[config.mk]
export PLATFORM = sky130hd
export DESIGN_NAME = pcmc_top
export DESIGN_NICKNAME = d
export VERILOG_FILES = /design/src/hw/pcmc_pkg.sv /design/src/hw/pcmc_sync.sv /design/src/hw/pcmc_top.sv
export SDC_FILE = /design/constraint.sdc
export NUM_CORES = 1
export LEC_CHECK = 0
export ABC_AREA = 1
export ABC_CLOCK_PERIOD_IN_PS = 4050
export BUFFER_PORTS_ARGS = -buffer_cell sky130_fd_sc_hd__buf_2
export CAP_MARGIN = 20
export CORE_MARGIN = 4
export CORE_UTILIZATION = 35
export DETAILED_ROUTE_END_ITERATION = 8
export PLACE_DENSITY = 0.48
export SYNTH_ARGS = -nofsm -noshare
export SYNTH_HDL_FRONTEND = slang
export SYNTH_SLANG_ARGS = --single-unit
export TNS_END_PERCENT = 50
[constraint.sdc]
create_clock -name REF_CLK_I -period 4.05 [get_ports REF_CLK_I]
set_input_delay 0.81 -clock REF_CLK_I [delete_from_list [all_inputs] [get_ports REF_CLK_I]]
set_output_delay 0.81 -clock REF_CLK_I [all_outputs]
set_load 0.005 [all_outputs]
[src/hw/pcmc_pkg.sv]
// shared constants and types for power and conversion mode control
package pcmc_pkg;
  localparam int unsigned CLK_PERIOD_PS = 5000;
  // times in ns, converted to cycles below
  localparam int unsigned BIAS_SETTLE_NS = 2000;
  localparam int unsigned SAFE_PHASE_NS = 400;
  localparam int unsigned QUIET_WARP_NS = 200;
  localparam int unsigned QUIET_NORMAL_NS = 300;
  localparam int unsigned WARP_MAX_GAP_NS = 10000;
  // least times round up
  localparam int unsigned BIAS_CYC = (BIAS_SETTLE_NS * 1000 + CLK_PERIOD_PS - 1) / CLK_PERIOD_PS;
  localparam int unsigned SAFE_CYC = (SAFE_PHASE_NS * 1000 + CLK_PERIOD_PS - 1) / CLK_PERIOD_PS;
  localparam int unsigned QUIET_WARP_CYC = (QUIET_WARP_NS * 1000 + CLK_PERIOD_PS - 1) / CLK_PERIOD_PS;
  localparam int unsigned QUIET_NORMAL_CYC =
    (QUIET_NORMAL_NS * 1000 + CLK_PERIOD_PS - 1) / CLK_PERIOD_PS;
  // longest time rounds down
  localparam int unsigned WARP_MAX_GAP_CYC = (WARP_MAX_GAP_NS * 1000) / CLK_PERIOD_PS;
  localparam int unsigned CNT_W = 16;
  localparam int unsigned CFG_W = 16;
  localparam int unsigned MODE_BIT = 1;
  localparam int unsigned PHASE_BIT = 0;

  typedef struct packed {
    logic [13:0] misc;
    logic mode_normal;
    logic clk_phase;
  } pcmc_cfg_t;

  localparam pcmc_cfg_t CFG_DEFAULT = 16'h0002;

  typedef enum logic [1:0] {
    ST_IDLE = 2'b00,
    ST_SAFE = 2'b01,
    ST_QUIET = 2'b10
  } pcmc_state_t;
endpackage

[src/hw/pcmc_sync.sv]
// two-flop synchroniser for asynchronous pins
`timescale 1ns/1ps
module pcmc_sync #(
  parameter int unsigned W = 1
) (
  input wire logic clk_i,
  input wire logic rst_i,
  input wire logic [W-1:0] d_i,
  output logic [W-1:0] q_o
);
  logic [W-1:0] meta_q;
  logic [W-1:0] sync_q;

  always_ff @(posedge clk_i or posedge rst_i) begin
    if (rst_i) begin
      meta_q <= '0;
      sync_q <= '0;
    end else begin
      meta_q <= d_i;
      sync_q <= meta_q;
    end
  end

  assign q_o = sync_q;
endmodule // pcmc_sync

[src/hw/pcmc_top.sv]
// power state and conversion mode control core
// What this block does
// - power-down high enters deep sleep, ignores convert start, serial interface off.
// - deep sleep switches core regulators and voltage reference off.
// - falling power-down or reset returns core and configuration to defaults.
// - conversions start only once bias currents are established.
// - configuration bit 1 picks mode: 0 warp, 1 normal.
// - warp mode supports up to 1 MSPS aggregate throughput.
// - normal mode allows 900 kSPS and any spacing between conversions.
// - normal mode is in force after asynchronous reset.
// - busy and quiet phase last slightly longer in normal than warp mode.
// - convert-start rising edge begins conversion; further activity ignored until end.
// - busy falling ends conversion; unfinished configuration update is discarded.
// - new configuration takes effect after two further start and end events.
// - rising reset or power-down aborts conversion and floats serial result output.
`timescale 1ns/1ps
module pcmc_top
  import pcmc_pkg::*;
#(
  parameter int unsigned WARP_GAP_CYC = pcmc_pkg::WARP_MAX_GAP_CYC
) (
  input wire logic REF_CLK_I,
  input wire logic RESET_I,
  input wire logic POWER_DOWN_I,
  input wire logic DEV_RESET_I,
  input wire logic CONVERT_START_I,
  input wire pcmc_pkg::pcmc_cfg_t CFG_WORD_I,
  input wire logic CFG_DONE_I,
  input wire logic CFG_BUSY_I,
  output logic BUSY_O,
  output logic EOC_O,
  output logic HOLD_O,
  output logic SLEEP_O,
  output logic REGULATOR_EN_O,
  output logic REFERENCE_EN_O,
  output logic SERIAL_EN_O,
  output logic SERIAL_RESULT_HIZ_O,
  output logic BIAS_READY_O,
  output logic CONV_MODE_NORMAL_O,
  output logic RESULT_SUSPECT_O,
  output pcmc_pkg::pcmc_cfg_t ACTIVE_CFG_O
);
  import pcmc_pkg::*;

  logic [2:0] pin_s;
  logic power_down_s;
  logic rst_s;
  logic convert_start_s;
  logic start_prev_q;
  logic clr_prev_q;
  logic core_clr;
  logic clr_rise;
  logic start_rise;
  logic soc;
  logic eoc;
  logic phase_done;
  logic gap_over;
  logic [CNT_W-1:0] quiet_len;
  pcmc_state_t state_q, state_d;
  logic [CNT_W-1:0] ph_cnt_q;
  logic [CNT_W-1:0] bias_cnt_q;
  logic [CNT_W-1:0] gap_cnt_q;
  logic bias_ok_q;
  logic conv_normal_q;
  logic suspect_q;
  logic hiz_q;
  logic sleep_q;
  logic pend_v_q;
  logic stage_v_q;
  pcmc_cfg_t pend_q;
  pcmc_cfg_t stage_q;
  pcmc_cfg_t active_q;

  pcmc_sync #(.W(3)) u_sync (
    .clk_i(REF_CLK_I),
    .rst_i(RESET_I),
    .d_i({POWER_DOWN_I, DEV_RESET_I, CONVERT_START_I}),
    .q_o(pin_s)
  );

  assign power_down_s = pin_s[2];
  assign rst_s = pin_s[1];
  assign convert_start_s = pin_s[0];
  assign core_clr = power_down_s | rst_s;
  assign clr_rise = core_clr & ~clr_prev_q;
  assign start_rise = convert_start_s & ~start_prev_q;
  assign soc = start_rise & (state_q == ST_IDLE) & bias_ok_q & ~core_clr;
  assign quiet_len = active_q.mode_normal ? CNT_W'(QUIET_NORMAL_CYC) : CNT_W'(QUIET_WARP_CYC);
  assign phase_done = (ph_cnt_q == 16'h0001);
  assign eoc = (state_q == ST_QUIET) & phase_done & ~core_clr;
  assign gap_over = (gap_cnt_q >= CNT_W'(WARP_GAP_CYC));

  always_comb begin
    state_d = state_q;
    unique case (state_q)
      ST_IDLE: if (soc) state_d = ST_SAFE;
      ST_SAFE: if (phase_done) state_d = ST_QUIET;
      ST_QUIET: if (phase_done) state_d = ST_IDLE;
      default: state_d = ST_IDLE;
    endcase
    if (core_clr) state_d = ST_IDLE;
  end

  always_ff @(posedge REF_CLK_I or posedge RESET_I) begin
    if (RESET_I) begin
      state_q <= ST_IDLE;
      ph_cnt_q <= '0;
      start_prev_q <= 1'b0;
      clr_prev_q <= 1'b0;
    end else begin
      state_q <= state_d;
      start_prev_q <= convert_start_s;
      clr_prev_q <= core_clr;
      if (soc) ph_cnt_q <= CNT_W'(SAFE_CYC);
      else if (state_q == ST_SAFE && phase_done) ph_cnt_q <= quiet_len;
      else if (ph_cnt_q != '0) ph_cnt_q <= ph_cnt_q - 16'h0001;
      if (core_clr) ph_cnt_q <= '0;
    end
  end

  // bias settling after leaving the cleared state
  always_ff @(posedge REF_CLK_I or posedge RESET_I) begin
    if (RESET_I) begin
      bias_cnt_q <= '0;
      bias_ok_q <= 1'b0;
    end else if (core_clr) begin
      bias_cnt_q <= '0;
      bias_ok_q <= 1'b0;
    end else if (!bias_ok_q) begin
      bias_cnt_q <= bias_cnt_q + 16'h0001;
      bias_ok_q <= (bias_cnt_q == CNT_W'(BIAS_CYC - 1));
    end
  end

  // warp spacing watch, counts from each start
  always_ff @(posedge REF_CLK_I or posedge RESET_I) begin
    if (RESET_I) begin
      gap_cnt_q <= '0;
      suspect_q <= 1'b0;
      conv_normal_q <= 1'b1;
    end else if (core_clr) begin
      gap_cnt_q <= '0;
      suspect_q <= 1'b0;
      conv_normal_q <= 1'b1;
    end else begin
      if (soc) gap_cnt_q <= '0;
      else if (!gap_over) gap_cnt_q <= gap_cnt_q + 16'h0001;
      if (soc) begin
        conv_normal_q <= active_q.mode_normal;
        suspect_q <= ~active_q.mode_normal & gap_over;
      end
    end
  end

  // configuration pipeline, advanced only at end of conversion
  always_ff @(posedge REF_CLK_I or posedge RESET_I) begin
    if (RESET_I) begin
      pend_q <= CFG_DEFAULT;
      pend_v_q <= 1'b0;
      stage_q <= CFG_DEFAULT;
      stage_v_q <= 1'b0;
      active_q <= CFG_DEFAULT;
    end else if (core_clr) begin
      pend_q <= CFG_DEFAULT;
      pend_v_q <= 1'b0;
      stage_q <= CFG_DEFAULT;
      stage_v_q <= 1'b0;
      active_q <= CFG_DEFAULT;
    end else begin
      if (CFG_DONE_I) begin
        pend_q <= CFG_WORD_I;
        pend_v_q <= 1'b1;
      end else if (eoc) begin
        pend_v_q <= 1'b0;
      end
      if (eoc) begin
        stage_v_q <= pend_v_q & ~CFG_BUSY_I;
        if (pend_v_q && !CFG_BUSY_I) stage_q <= pend_q;
        if (stage_v_q) active_q <= stage_q;
      end
    end
  end

  always_ff @(posedge REF_CLK_I or posedge RESET_I) begin
    if (RESET_I) begin
      hiz_q <= 1'b1;
      sleep_q <= 1'b0;
    end else begin
      sleep_q <= power_down_s;
      if (clr_rise || core_clr) hiz_q <= 1'b1;
      else hiz_q <= 1'b0;
    end
  end

  assign BUSY_O = (state_q != ST_IDLE);
  assign EOC_O = eoc;
  assign HOLD_O = (state_q != ST_IDLE);
  assign SLEEP_O = sleep_q;
  assign REGULATOR_EN_O = ~sleep_q;
  assign REFERENCE_EN_O = ~sleep_q;
  assign SERIAL_EN_O = ~sleep_q;
  assign SERIAL_RESULT_HIZ_O = hiz_q;
  assign BIAS_READY_O = bias_ok_q;
  assign CONV_MODE_NORMAL_O = active_q.mode_normal;
  assign RESULT_SUSPECT_O = suspect_q;
  assign ACTIVE_CFG_O = active_q;

  // checks
  logic [CNT_W-1:0] busy_len_q;
  always_ff @(posedge REF_CLK_I or posedge RESET_I) begin
    if (RESET_I) busy_len_q <= '0;
    else if (soc) busy_len_q <= 16'h0001;
    else if (state_q != ST_IDLE) busy_len_q <= busy_len_q + 16'h0001;
  end
endmodule // pcmc_top

# Word-level counts from Yosys, hierarchy flattened
# Index checks and enable logic that the tools add are counted.
# Widths: inputs -> output; s select.
# classes
addsub	3
multipliers	0
div_mod_pow	0
order_cmp	1
eq_ne	9
n_shift	0
mux	33
bitwise_logic	16
n_reduce_logical	17
# op_table
operator	n
$mux 16	17
$add 16x1->16 const B	2
$eq 16x1->1 const B	1
$eq 16x9->1 const B	1
$ge 16x11->1 const B	1
$reduce_bool 16->1	1
$sub 16x1->16 const B	1
$ne 3x3->1 const B	4
$reduce_bool 2->1	6
$mux 1	10
$and 1x1->1	9
$mux 2	4
$not 1->1	6
$pmux 2 s3	1
$mux 5	1
$reduce_and 2->1	2
$reduce_bool 4->1	1
$reduce_and 3->1	1
$reduce_bool 3->1	1
$eq 2x1->1 const B	1
$eq 2x2->1 const B	1
$logic_and 1x1->1	2
$logic_not 2->1	1
$ne 2x2->1 const B	1
other kinds (3)	3
# totals
reg_bits	112
latchBits	0
mem_bits_rw	0
rom_bits	0
inputBits	23
output_inout_bits	27
wordCells	102
mem_count	0

# Logic depth before layout (Yosys ltp)
# Gate-level depths: netlist of the first run.
# logic_depth
word_depth	8
ltp_mapped	10
ltp_nobuf	10

# Modules after synthesis
# A second synthesis of the first run with hierarchy kept.
# hier_totals
cells_unflattened	606
area_unflattened_um2	5156.2
# by_module_without_submodules
mod	n_inst	cells_per_inst	area_per_inst_um2	seq_area_each_um2
pcmc_top	1	599	5002.3	2632.5
pcmc_sync	1	7	153.9	150.1

# Worst setup path after synthesis of the first run
# Ideal clock, no wire load.
# synth_timing
kind	reg2out
startpoint	register ph_cnt_q[1]
endpoint	output port EOC_O
arrival_time_ns	1.072
t_required_ns	3.240
slack_ns	2.168
stages_incl_launch_ff	7
path_buffers	0
path_cell_list	dfrtp_1 -> inv_1 -> ha_1 -> nand2_1 -> nor2_4 -> nand3_4 -> nor2_1
# synth_via
elab_chain_cells	3
# synth_rtl
item	line	source
start: declaration	pcmc_top.sv:60	logic [CNT_W-1:0] ph_cnt_q;
start signal: assignment	pcmc_top.sv:114	if (soc) ph_cnt_q <= CNT_W'(SAFE_CYC);
start signal: assignment	pcmc_top.sv:115	else if (state_q == ST_SAFE && phase_done) ph_cnt_q <= quiet_len;
start signal: assignment	pcmc_top.sv:116	else if (ph_cnt_q != '0) ph_cnt_q <= ph_cnt_q - 16'h0001;
$eq 16x1->1	pcmc_top.sv:89	assign phase_done = (ph_cnt_q == 16'h0001);
$and 1x1->1 (2 in a row)	pcmc_top.sv:90	assign eoc = (state_q == ST_QUIET) & phase_done & ~core_clr;
end: declaration	pcmc_top.sv:31	output logic EOC_O,
# No other way between the ends.

# Worst setup path after layout of the first run
# Same ends and word-level chain as after synthesis.

==> impl_results.rst, run 1 <==
.. list-table::
   :header-rows: 1

   * - Metric
     - Value
   * - Predominant post-synthesis flop cell
     - dfrtp_1
   * - # nets final
     - 669
   * - Top-level port count
     - 50
   * - Final worst path period need
     - 2530 ps
   * - Number of maximum-capacitance constraint violations
     - 0
   * - Required arrival time at the worst endpoint
     - 3240 ps
   * - Critical path buffers and inverters
     - 2
   * - Clock Skew
     - 9.09 ps
   * - GRT met3 Usage
     - 0.0383
   * - VDD IR max
     - 361 uV
   * - Post-Synth Adder-Cell Area
     - 0.0121
   * - Result of the run
     - completed
   * - Fraction of synthesized area in multiplexers
     - 0
   * - Class of the tightest hold or removal check
     - reg2reg
   * - Total number of H-tree levels
     - 3
   * - Reg-to-Reg Start
     - BIAS_READY_O
   * - Length in cells of the worst reg-to-reg path
     - 10
   * - Row cnt
     - 44
   * - Highest fanout seen on the critical path
     - 4
   * - Dominant combinational cell family by area after synthesis
     - simple AND/OR/NAND/NOR gates
   * - Nature of the critical path startpoint
     - register
   * - Total setup buffers inserted after CTS
     - 0
   * - Area share of xor/xnor cells in the synthesized design
     - 0.0152
   * - Max-slew violation total from the final report
     - 0
   * - CTS resizes
     - 0
   * - Pin count of the biggest net entering global routing
     - 75
   * - Count of TritonRoute iterations in the first routing pass
     - 4
   * - Root buffer cell
     - clkbuf_16
   * - Synth warn
     - 0
   * - Slew at the pin with the worst max-slew slack
     - 904 ps
   * - Static leakage
     - 0.00286 uW
   * - Area growth from synthesis to layout
     - 13.3%
   * - Core area
     - 0.0145 sq mm
   * - Routed wire length
     - 11,300 microns
   * - IO Port Bufs
     - 49
   * - Gate Count Post-Synth
     - 596
   * - TritonCTS Buffers
     - 9
   * - Unique masters post-synth
     - 41
   * - Worst skew pair latency
     - 360 ps
   * - Maximum clock insertion buffer count
     - 2
   * - Average wire per standard cell
     - 13.6 microns
   * - Die outline area
     - 0.0168 sq mm
   * - Mean Syn Cell Area
     - 8.69 sq um
   * - Area leader, netlist
     - dfrtp_1
   * - Global-route track usage on met1
     - 0.202
   * - Reg2Reg Setup Slack
     - 1760 ps
   * - Upper clock frequency limit
     - 395 MHz
   * - Final setup violating endpoints
     - 0
   * - Unrepaired setup endpoints after global routing
     - no
   * - CTS tree
     - yes
   * - Area share of the largest cell type after synthesis
     - 0.517
   * - Post-detailed-route count of antenna-violating nets
     - 0
   * - Critical path data arrival time
     - 1720 ps
   * - Global routing usage on met2
     - 0.223
   * - Initial antenna violation count
     - 0
   * - Setup Crit Path Kind
     - reg2out
   * - Via density
     - 4.67
   * - Synth top area cells
     - dfrtp_1 52%, nand2_1 9.1%, nor2_1 5.1%, inv_1 4.8%, nand3_1 4.0%
   * - Final Hold Slack
     - 350 ps
   * - Hold buffers post-CTS
     - 0
   * - Count of cells along the worst hold path
     - 0
   * - Vias
     - 3,878
   * - Period utilisation layout
     - 0.625
   * - Commonest non-fill, non-tap cell in the layout
     - nand2_1
   * - Detailed placer's ending HPWL
     - 7710 microns
   * - Die X-Extent
     - 130 microns
   * - Critical Path Start
     - ph_cnt_q[1]
   * - Diodes inserted
     - 0
   * - Destination of the worst hold path
     - u_sync.q_o[1]
   * - Die height
     - 130 microns
   * - Clock-pin slew reported for the worst setup and hold paths after clock tree synthesis
     - 80 ps
   * - Synthesized cell area
     - 0.00518 sq mm
   * - Overall routing resource usage
     - 0.144
   * - Critical path's top delay family
     - simple AND/OR/NAND/NOR gates
   * - RePlAce Congestion
     - 0.796
   * - Global-route wire length before repair
     - 19,200 microns
   * - CP endpoint kind
     - output pin
   * - Most frequent cells in the layout
     - 126 x nand2_1, 107 x dfrtp_1, 71 x nor2_1, 65 x inv_1, 49 x buf_2
   * - Max stage delay on crit path
     - 380 ps
   * - Tightest slew margin relative to the limit
     - 0.395
   * - Synthesized netlist net count
     - 624
   * - Setup TNS
     - 0 ps
   * - Layer with the highest usage after global routing
     - met2
   * - Clk sinks
     - 111
   * - Synthesized-area fraction occupied by and/or/nand/nor cells
     - 0.268
   * - Final Hold Violating Endpoints
     - 0
   * - DRC marker count from the first detailed-route iteration
     - 243
   * - Yosys reg bits
     - 111
   * - Post-synth ARST share
     - 1.00
   * - Via count of the first global-routing pass
     - 3,749
   * - Share of final-layout standard cells stronger than drive strength 1
     - 0.189
   * - Effective utilization at floorplan
     - 0.356
   * - Drt drc
     - 0
   * - Overflow left after global routing
     - 0
   * - Chain of cells forming the critical path
     - inv_1, ha_1, nand2_1, nor2_4, nand3_4, nor2_1, buf_2
   * - CP max stage cell
     - dfrtp_1
   * - Compound-cell area share of the yosys netlist
     - 0.0894
   * - Share of the yosys chip area belonging to registers
     - 0.537
   * - Worst reg2reg path endpoint
     - ph_cnt_q[4]
   * - Start point of the worst hold path
     - u_sync.meta_q[1]
   * - Power per standard cell area
     - 527 mW/mm^2
   * - Finished layout cell area
     - 0.00587 sq mm
   * - Count of flip-flops with a built-in enable after synthesis
     - 0
   * - Post-detailed-placement cell area
     - 0.00557 sq mm
## logic make-up after synthesis
logic type / Yosys count
buffers and inverters: 94
XOR/XNOR: 9
AND/OR/NAND/NOR: 297
adder cells (fa/ha/maj): 5
flip-flops: 111
AO/OA/AOI/OAI: 80
## how the worst max path moves through the flow
stage	end	depth (start not counted)
2_1_floorplan	ACTIVE_CFG_O[0]	1
3_3_place_gp	ph_cnt_q[4]	10
3_5_place_dp	ph_cnt_q[4]	10
4_1_cts	EOC_O	7
5_1_grt	EOC_O	7
6_report	EOC_O	7
## state kept, by name (all words and copies together) (netlist names)
signal,flops
stage_q,16
SLEEP_O,1
u_sync.q_o,3
gap_cnt_q,16
start_prev_q,1
SERIAL_RESULT_HIZ_O,1
BIAS_READY_O,1
stage_v_q,1
u_sync.meta_q,3
state_q,2
ph_cnt_q,16
RESULT_SUSPECT_O,1
CONV_MODE_NORMAL_O,1
pend_v_q,1
ACTIVE_CFG_O,15
bias_cnt_q,16
pend_q,16
## per-layer routing
layer	vias to the layer above	wire (microns)
li1	1986	-
met1	1835	5690
met2	46	5100
met3	11	362
met4	0	134
met5	-	0
## synth_stat cells, types with 7 or more instances
cell type and instances:
nand2_1 126, dfrtp_1 107, nor2_1 71, inv_1 66, nand3_1 41, o21ai_0 27, a21oi_1 21, nand2_2 13
nor3_1 13, o21ai_1 13, inv_2 10, o21ai_2 10, xor2_1 8, nand4_1 7
## area by class of cell
| type | count | area (sq um) |
|---|---|---|
| inverters | 77 | 292 |
| well taps | 184 | 230 |
| flip-flops and latches | 111 | 2780 |
| fillers | 1493 | 8670 |
| clock buffers | 11 | 243 |
| multi-input cells | 391 | 1990 |
| clock inverters | 5 | 53.8 |
| repair buffers | 51 | 273 |
## report_power, final
group | internal [uW] | switching (uW) | leakage (uW) | total (uW)
Clock | 448 | 441 | 0.000145 | 890
Sequential | 1180 | 71.3 | 0.00151 | 1260
Combinational | 331 | 618 | 0.00121 | 949
## metrics by stage
step	setup WS (ps)	std cells	power (uW)	util
floorplan	316	596	2050	-
global placement	1890	814	2240	0.383
detailed placement	1740	814	2230	0.383
CTS	1470	830	3140	0.404
global route	1400	830	3320	0.404
finish	1520	830	3090	0.404
(Power assumes the default switching activity.)
==> run 2, diff against run 1 <==
--- a/config.mk
+++ b/config.mk
@@ -6,7 +6,7 @@
 export NUM_CORES = 1
 export LEC_CHECK = 0
 export ABC_AREA = 1
-export ABC_CLOCK_PERIOD_IN_PS = 4050
+export ABC_CLOCK_PERIOD_IN_PS = 2600
 export BUFFER_PORTS_ARGS = -buffer_cell sky130_fd_sc_hd__buf_2
 export CAP_MARGIN = 20
 export CORE_MARGIN = 4
==> constraint.sdc (replaced) <==
create_clock -name REF_CLK_I -period 2.6 [get_ports REF_CLK_I]
set_input_delay 0.52 -clock REF_CLK_I [delete_from_list [all_inputs] [get_ports REF_CLK_I]]
set_output_delay 0.52 -clock REF_CLK_I [all_outputs]
set_load 0.005 [all_outputs]
==> impl_results.rst, run 2 (same netlist as run 1, synthesis figures left out) <==
.. list-table::
   :header-rows: 1

   * - Metric
     - Value
   * - Critical path buffers and inverters
     - 2 (unchanged)
   * - Max-slew violation total from the final report
     - 0 (unchanged)
   * - Count of TritonRoute iterations in the first routing pass
     - 4 (unchanged)
   * - Class of the tightest hold or removal check
     - in2async
   * - CTS resizes
     - 0 (unchanged)
   * - Overflow left after global routing
     - 0 (unchanged)
   * - Reg-to-Reg Start
     - ph_cnt_q[0]
   * - Root buffer cell
     - clkbuf_16
   * - VDD IR max
     - 381 uV (+5.6%)
   * - Final setup violating endpoints
     - 0 (unchanged)
   * - Total setup buffers inserted after CTS
     - 0 (unchanged)
   * - Via density
     - 4.65 (-0.45%)
   * - Effective utilization at floorplan
     - 0.356 (unchanged)
   * - Post-detailed-route count of antenna-violating nets
     - 0 (unchanged)
   * - Share of final-layout standard cells stronger than drive strength 1
     - 0.195 (+0.00653)
   * - Chain of cells forming the critical path
     - inv_1, ha_1, nand2_1, nor2_4, nand3_4, nor2_1, buf_2
   * - Setup Crit Path Kind
     - reg2out
   * - Top-level port count
     - 50 (unchanged)
   * - Commonest non-fill, non-tap cell in the layout
     - nand2_1
   * - Core utilization of the finished layout
     - 0.407 (+0.00362)
   * - CP max stage cell
     - dfrtp_1
   * - Total number of H-tree levels
     - 3 (unchanged)
   * - Average wire per standard cell
     - 13.3 microns (-2.5%)
   * - Global-route wire length before repair
     - 19,300 microns (+0.54%)
   * - Vias
     - 3,879 (+0.026%)
   * - Critical path's top delay family
     - simple AND/OR/NAND/NOR gates
   * - Reg2Reg Setup Slack
     - 690 ps (-1070 ps)
   * - Period utilisation layout
     - 0.859
   * - Fillers
     - 1,502 (+0.60%)
   * - Die height
     - 130 microns (unchanged)
   * - RePlAce Congestion
     - 0.819 (+2.8%)
   * - Max stage delay on crit path
     - 380 ps (about the same)
   * - Routed wire length
     - 11,100 microns (-2.1%)
   * - Row cnt
     - 44 (unchanged)
   * - Upper clock frequency limit
     - 448 MHz
   * - Nature of the critical path startpoint
     - register
   * - Highest fanout seen on the critical path
     - 4 (unchanged)
   * - Clock-pin slew reported for the worst setup and hold paths after clock tree synthesis
     - 80 ps (about the same)
   * - Area growth from synthesis to layout
     - 14.3%
   * - Most frequent cells in the layout
     - 126 x nand2_1, 107 x dfrtp_1, 71 x nor2_1, 65 x inv_1, 49 x buf_2
   * - Via count of the first global-routing pass
     - 3,845 (+2.6%)
   * - Result of the run
     - completed
   * - CP endpoint kind
     - output pin
   * - # nets final
     - 673 (+0.60%)
   * - Die outline area
     - 0.0168 sq mm (unchanged)
   * - Critical Path Start
     - ph_cnt_q[1]
   * - Static leakage
     - 0.00289 uW (+0.82%)
   * - Maximum clock insertion buffer count
     - 2 (unchanged)
   * - Power per standard cell area
     - 816 mW/mm^2 (+55%)
   * - Detailed placer's ending HPWL
     - 7830 microns (+1.5%)
   * - DRC marker count from the first detailed-route iteration
     - 245 (+0.82%)
   * - Clock Skew
     - 11.8 ps (+2.68 ps)
   * - Final Hold Violating Endpoints
     - 0 (unchanged)
   * - Overall routing resource usage
     - 0.145 (+0.000845)
   * - Required arrival time at the worst endpoint
     - 2080 ps (-1160 ps)
   * - Pin count of the biggest net entering global routing
     - 41 (-45%)
   * - Final worst path period need
     - 2230 ps
   * - Clk sinks
     - 111 (unchanged)
   * - IO Port Bufs
     - 49 (unchanged)
   * - TritonCTS Buffers
     - 9 (unchanged)
   * - Diodes inserted
     - 0 (unchanged)
   * - Unrepaired setup endpoints after global routing
     - no
   * - Initial antenna violation count
     - 0 (unchanged)
   * - Setup TNS
     - 0 ps (unchanged)
   * - Drt drc
     - 0 (unchanged)
   * - Number of maximum-capacitance constraint violations
     - 0 (unchanged)
   * - Worst skew pair latency
     - 360 ps (about the same)
   * - Critical path data arrival time
     - 1710 ps (about the same)
   * - Slew at the pin with the worst max-slew slack
     - 585 ps (-319 ps)
   * - Tightest slew margin relative to the limit
     - 0.609 (+0.214)
   * - CTS tree
     - yes
   * - Hold buffers post-CTS
     - 0 (unchanged)
   * - Die X-Extent
     - 130 microns (unchanged)
   * - Core area
     - 0.0145 sq mm (unchanged)
-- run 2: changes by cell type in the layout (fill, tap and decap cells not counted), sizes merged --
cell      delta
clkinvlp     +1
buf          +4
clkbuf       -2
clkinv       +1
-- run 2: path summary, 6_finish.rpt --
path                                 endpoint  cells after the start
hold reg to reg                 u_sync.q_o[2]                      0
hold / removal                      pend_q[3]                      2
min in group REF_CLK_I       u_sync.meta_q[0]                      1
max in group asynchronous  CONV_MODE_NORMAL_O                      3
setup reg to reg                  ph_cnt_q[4]                      9
setup / recovery                        EOC_O                      7
-- run 2: layout make-up --
type | instances | area [sq um] | area share
Timing Repair Buffer | 55 | 315 | 0.0533
Clock inverter | 7 | 80.1 | 0.0135
Multi-Input combinational cell | 391 | 1990 | 0.337
Sequential cell | 111 | 2780 | 0.470
Clock buffer | 9 | 225 | 0.0380
Inverter | 77 | 293 | 0.0495
Tap cell | 184 | 230 | 0.0389
-- run 2: metal layers --
layer / GRT usage / wire, microns
met1: 0.197 / 5340
met2: 0.232 / 5170
met3: 0.0392 / 448
met4: 0.0385 / 104
met5: 0 / 0
-- run 2: report_power, final --
| group | switching, uW | leakage [uW] | internal (uW) |
|---|---|---|---|
| clock network | 705 | 0.000149 | 683 |
| logic | 966 | 0.00123 | 522 |
| registers | 109 | 0.00151 | 1850 |
-- run 2: stage by stage --
step	instances	worst slack [ps]	hold slack (ps)	power (uW)	area [sq um]
after detailed placement	818	702	336	3480	5620
final	834	366	212	4830	5920
after CTS	834	298	217	4910	5920
after global placement	818	740	339	3480	5620
after global routing	834	200	248	5200	5920
after floorplan	596	740	331	3200	5180
==> run 3, diff against run 2 <==
==> constraint.sdc (replaced) <==
create_clock -name REF_CLK_I -period 2.6 [get_ports REF_CLK_I]
set_input_delay 0.52 -clock REF_CLK_I [delete_from_list [all_inputs] [get_ports REF_CLK_I]]
set_output_delay 0.52 -clock REF_CLK_I [all_outputs]
set_load 0.05 [all_outputs]
==> impl_results.rst, run 3 (same netlist as run 1, synthesis figures left out) <==
.. list-table::
   :header-rows: 1

   * - Metric
     - Value
   * - Result of the run
     - completed
   * - Area growth from synthesis to layout
     - 14.0%
   * - CP endpoint kind
     - output pin
   * - Worst skew pair latency
     - 350 ps (about the same)
   * - Number of maximum-capacitance constraint violations
     - 0 (unchanged)
   * - Class of the tightest hold or removal check
     - in2async
   * - Switching share of power
     - 0.366 (-0.00207)
   * - Clk sinks
     - 111 (unchanged)
   * - Via count of the first global-routing pass
     - 3,887 (+1.1%)
   * - Clock-pin slew reported for the worst setup and hold paths after clock tree synthesis
     - 80 ps (about the same)
   * - Chain of cells forming the critical path
     - inv_1, ha_1, nand2_1, nor2_4, nand3_4, nor2_1, buf_2
   * - Via density
     - 4.68 (+0.70%)
   * - Period utilisation layout
     - 0.906 (+0.0467)
   * - Tightest slew margin relative to the limit
     - 0.617 (+0.00757)
   * - Critical path data arrival time
     - 1840 ps (+130 ps)
   * - Required arrival time at the worst endpoint
     - 2080 ps (about the same)
   * - Overflow left after global routing
     - 0 (unchanged)
   * - Root buffer cell
     - clkbuf_16
   * - Routed wire length
     - 11,000 microns (-0.15%)
   * - Static leakage
     - 0.00288 uW (-0.44%)
   * - CTS resizes
     - 0 (unchanged)
   * - Average wire per standard cell
     - 13.2 microns (-0.15%)
   * - Count of TritonRoute iterations in the first routing pass
     - 4 (unchanged)
   * - TritonCTS Buffers
     - 9 (unchanged)
   * - Row cnt
     - 44 (unchanged)
   * - Core area
     - 0.0145 sq mm (unchanged)
   * - Initial antenna violation count
     - 0 (unchanged)
   * - Share of final-layout standard cells stronger than drive strength 1
     - 0.195 (unchanged)
   * - Final Hold Violating Endpoints
     - 0 (unchanged)
   * - Setup Crit Path Kind
     - reg2out
   * - Upper clock frequency limit
     - 425 MHz (-5.2%)
   * - Final total power
     - 4830 uW (-0.10%)
   * - IO Port Bufs
     - 49 (unchanged)
   * - Final worst path period need
     - 2360 ps (+121 ps)
   * - Post-detailed-placement cell area
     - 0.00562 sq mm (unchanged)
   * - Part of the power in the clock network
     - 0.280 (-0.007)
   * - Overall routing resource usage
     - 0.145 (-0.000610)
   * - Pin count of the biggest net entering global routing
     - 38 (-7.3%)
   * - Die outline area
     - 0.0168 sq mm (unchanged)
   * - Most frequent cells in the layout
     - 126 x nand2_1, 107 x dfrtp_1, 71 x nor2_1, 65 x inv_1, 49 x buf_2
   * - Total setup buffers inserted after CTS
     - 0 (unchanged)
   * - CTS tree
     - yes
   * - Slew at the pin with the worst max-slew slack
     - 574 ps (-11.3 ps)
   * - Final Hold Slack
     - 216 ps (+4.12 ps)
   * - DRC marker count from the first detailed-route iteration
     - 157 (-36%)
   * - Core utilization of the finished layout
     - 0.406 (-0.00112)
   * - Total number of H-tree levels
     - 3 (unchanged)
   * - Max stage delay on crit path
     - 380 ps (about the same)
   * - Die height
     - 130 microns (unchanged)
   * - Switching power
     - 1770 uW (-0.66%)
   * - Unrepaired setup endpoints after global routing
     - no
   * - Power per standard cell area
     - 817 mW/mm^2 (+0.17%)
   * - Max-slew violation total from the final report
     - 0 (unchanged)
   * - Critical path buffers and inverters
     - 2 (unchanged)
   * - Nature of the critical path startpoint
     - register
   * - Share of total power in combinational logic
     - 0.315 (+0.007)
   * - CP max stage cell
     - dfrtp_1
   * - Detailed placer's ending HPWL
     - 7800 microns (-0.38%)
   * - Highest fanout seen on the critical path
     - 4 (unchanged)
   * - Setup TNS
     - 0 ps (unchanged)
   * - Clock Skew
     - 6.46 ps (-5.30 ps)
   * - Finished layout cell area
     - 0.00590 sq mm (-0.27%)
   * - # nets final
     - 673 (unchanged)
   * - Commonest non-fill, non-tap cell in the layout
     - nand2_1
   * - Die X-Extent
     - 130 microns (unchanged)
   * - VDD IR max
     - 376 uV (-1.4%)
   * - Drt drc
     - 0 (unchanged)
   * - Global-route wire length before repair
     - 19,300 microns (+0.11%)
   * - Final setup violating endpoints
     - 0 (unchanged)
   * - Top-level port count
     - 50 (unchanged)
   * - Internal power contribution
     - 3060 uW (+0.23%)
   * - Effective utilization at floorplan
     - 0.356 (unchanged)
   * - Maximum clock insertion buffer count
     - 2 (unchanged)
   * - Hold buffers post-CTS
     - 0 (unchanged)
   * - Vias
     - 3,906 (+0.70%)
   * - Relative contribution of sequential cells to total power
     - 0.405 (about the same)
   * - Critical path's top delay family
     - simple AND/OR/NAND/NOR gates
   * - Diodes inserted
     - 0 (unchanged)
   * - Post-detailed-route count of antenna-violating nets
     - 0 (unchanged)
   * - RePlAce Congestion
     - 0.805 (-1.6%)
[run 3: changes by cell type in the layout (fill, tap and decap cells not counted), sizes merged]
| cell | delta |
|---|---|
| clkbuf | +1 |
| inv | +1 |
| clkinv | -4 |
| clkinvlp | +2 |
[run 3: final timing paths]
path	start	to	slack [ps]	cells past startpoint
hold / removal	RESET_I	pend_q[3]	220	2
min in group REF_CLK_I	CONVERT_START_I	u_sync.meta_q[0]	280	1
max in group asynchronous	RESET_I	stage_q[1]	1600	3
setup reg to reg	ph_cnt_q[0]	ph_cnt_q[4]	610	9
hold reg to reg	u_sync.meta_q[1]	u_sync.q_o[1]	360	0
setup / recovery	ph_cnt_q[1]	EOC_O	240	7
[run 3: metal layers]
metal / part of all wire / GRT usage / up-vias / routed length, microns
li1: - / - / 1985 / -
met1: 0.50 / 0.201 / 1856 / 5490
met2: 0.45 / 0.224 / 53 / 5020
met3: 0.030 / 0.0247 / 12 / 332
met4: 0.018 / 0.0605 / 0 / 199
met5: 0 / 0 / - / 0
[run 3: area by class of cell]
type / instances / area (sq um)
inverters: 77 / 293
clock inverters: 6 / 50.0
flip-flops and latches: 111 / 2780
repair buffers: 55 / 315
clock buffers: 10 / 239
multi-input cells: 391 / 1990
fillers: 1535 / 8630
well taps: 184 / 230
[run 3: power groups by stage]
| stage | clock network (uW) | logic (uW) | registers [uW] |
|---|---|---|---|
| 4_1_cts | 1400 | 1530 | 1950 |
| 6_report | 1350 | 1520 | 1950 |
| 3_3_place_gp | 0 | 1500 | 1980 |
| 2_1_floorplan | 0 | 1240 | 1970 |
| 5_1_grt | 1480 | 1730 | 1980 |
| 3_5_place_dp | 0 | 1520 | 1990 |
[run 3: metrics by stage]
step	setup WS [ps]	instances
2_1_floorplan	460	596
3_5_place_dp	593	818
6_report	245	834
3_3_place_gp	616	818
4_1_cts	186	834
5_1_grt	84.5	834
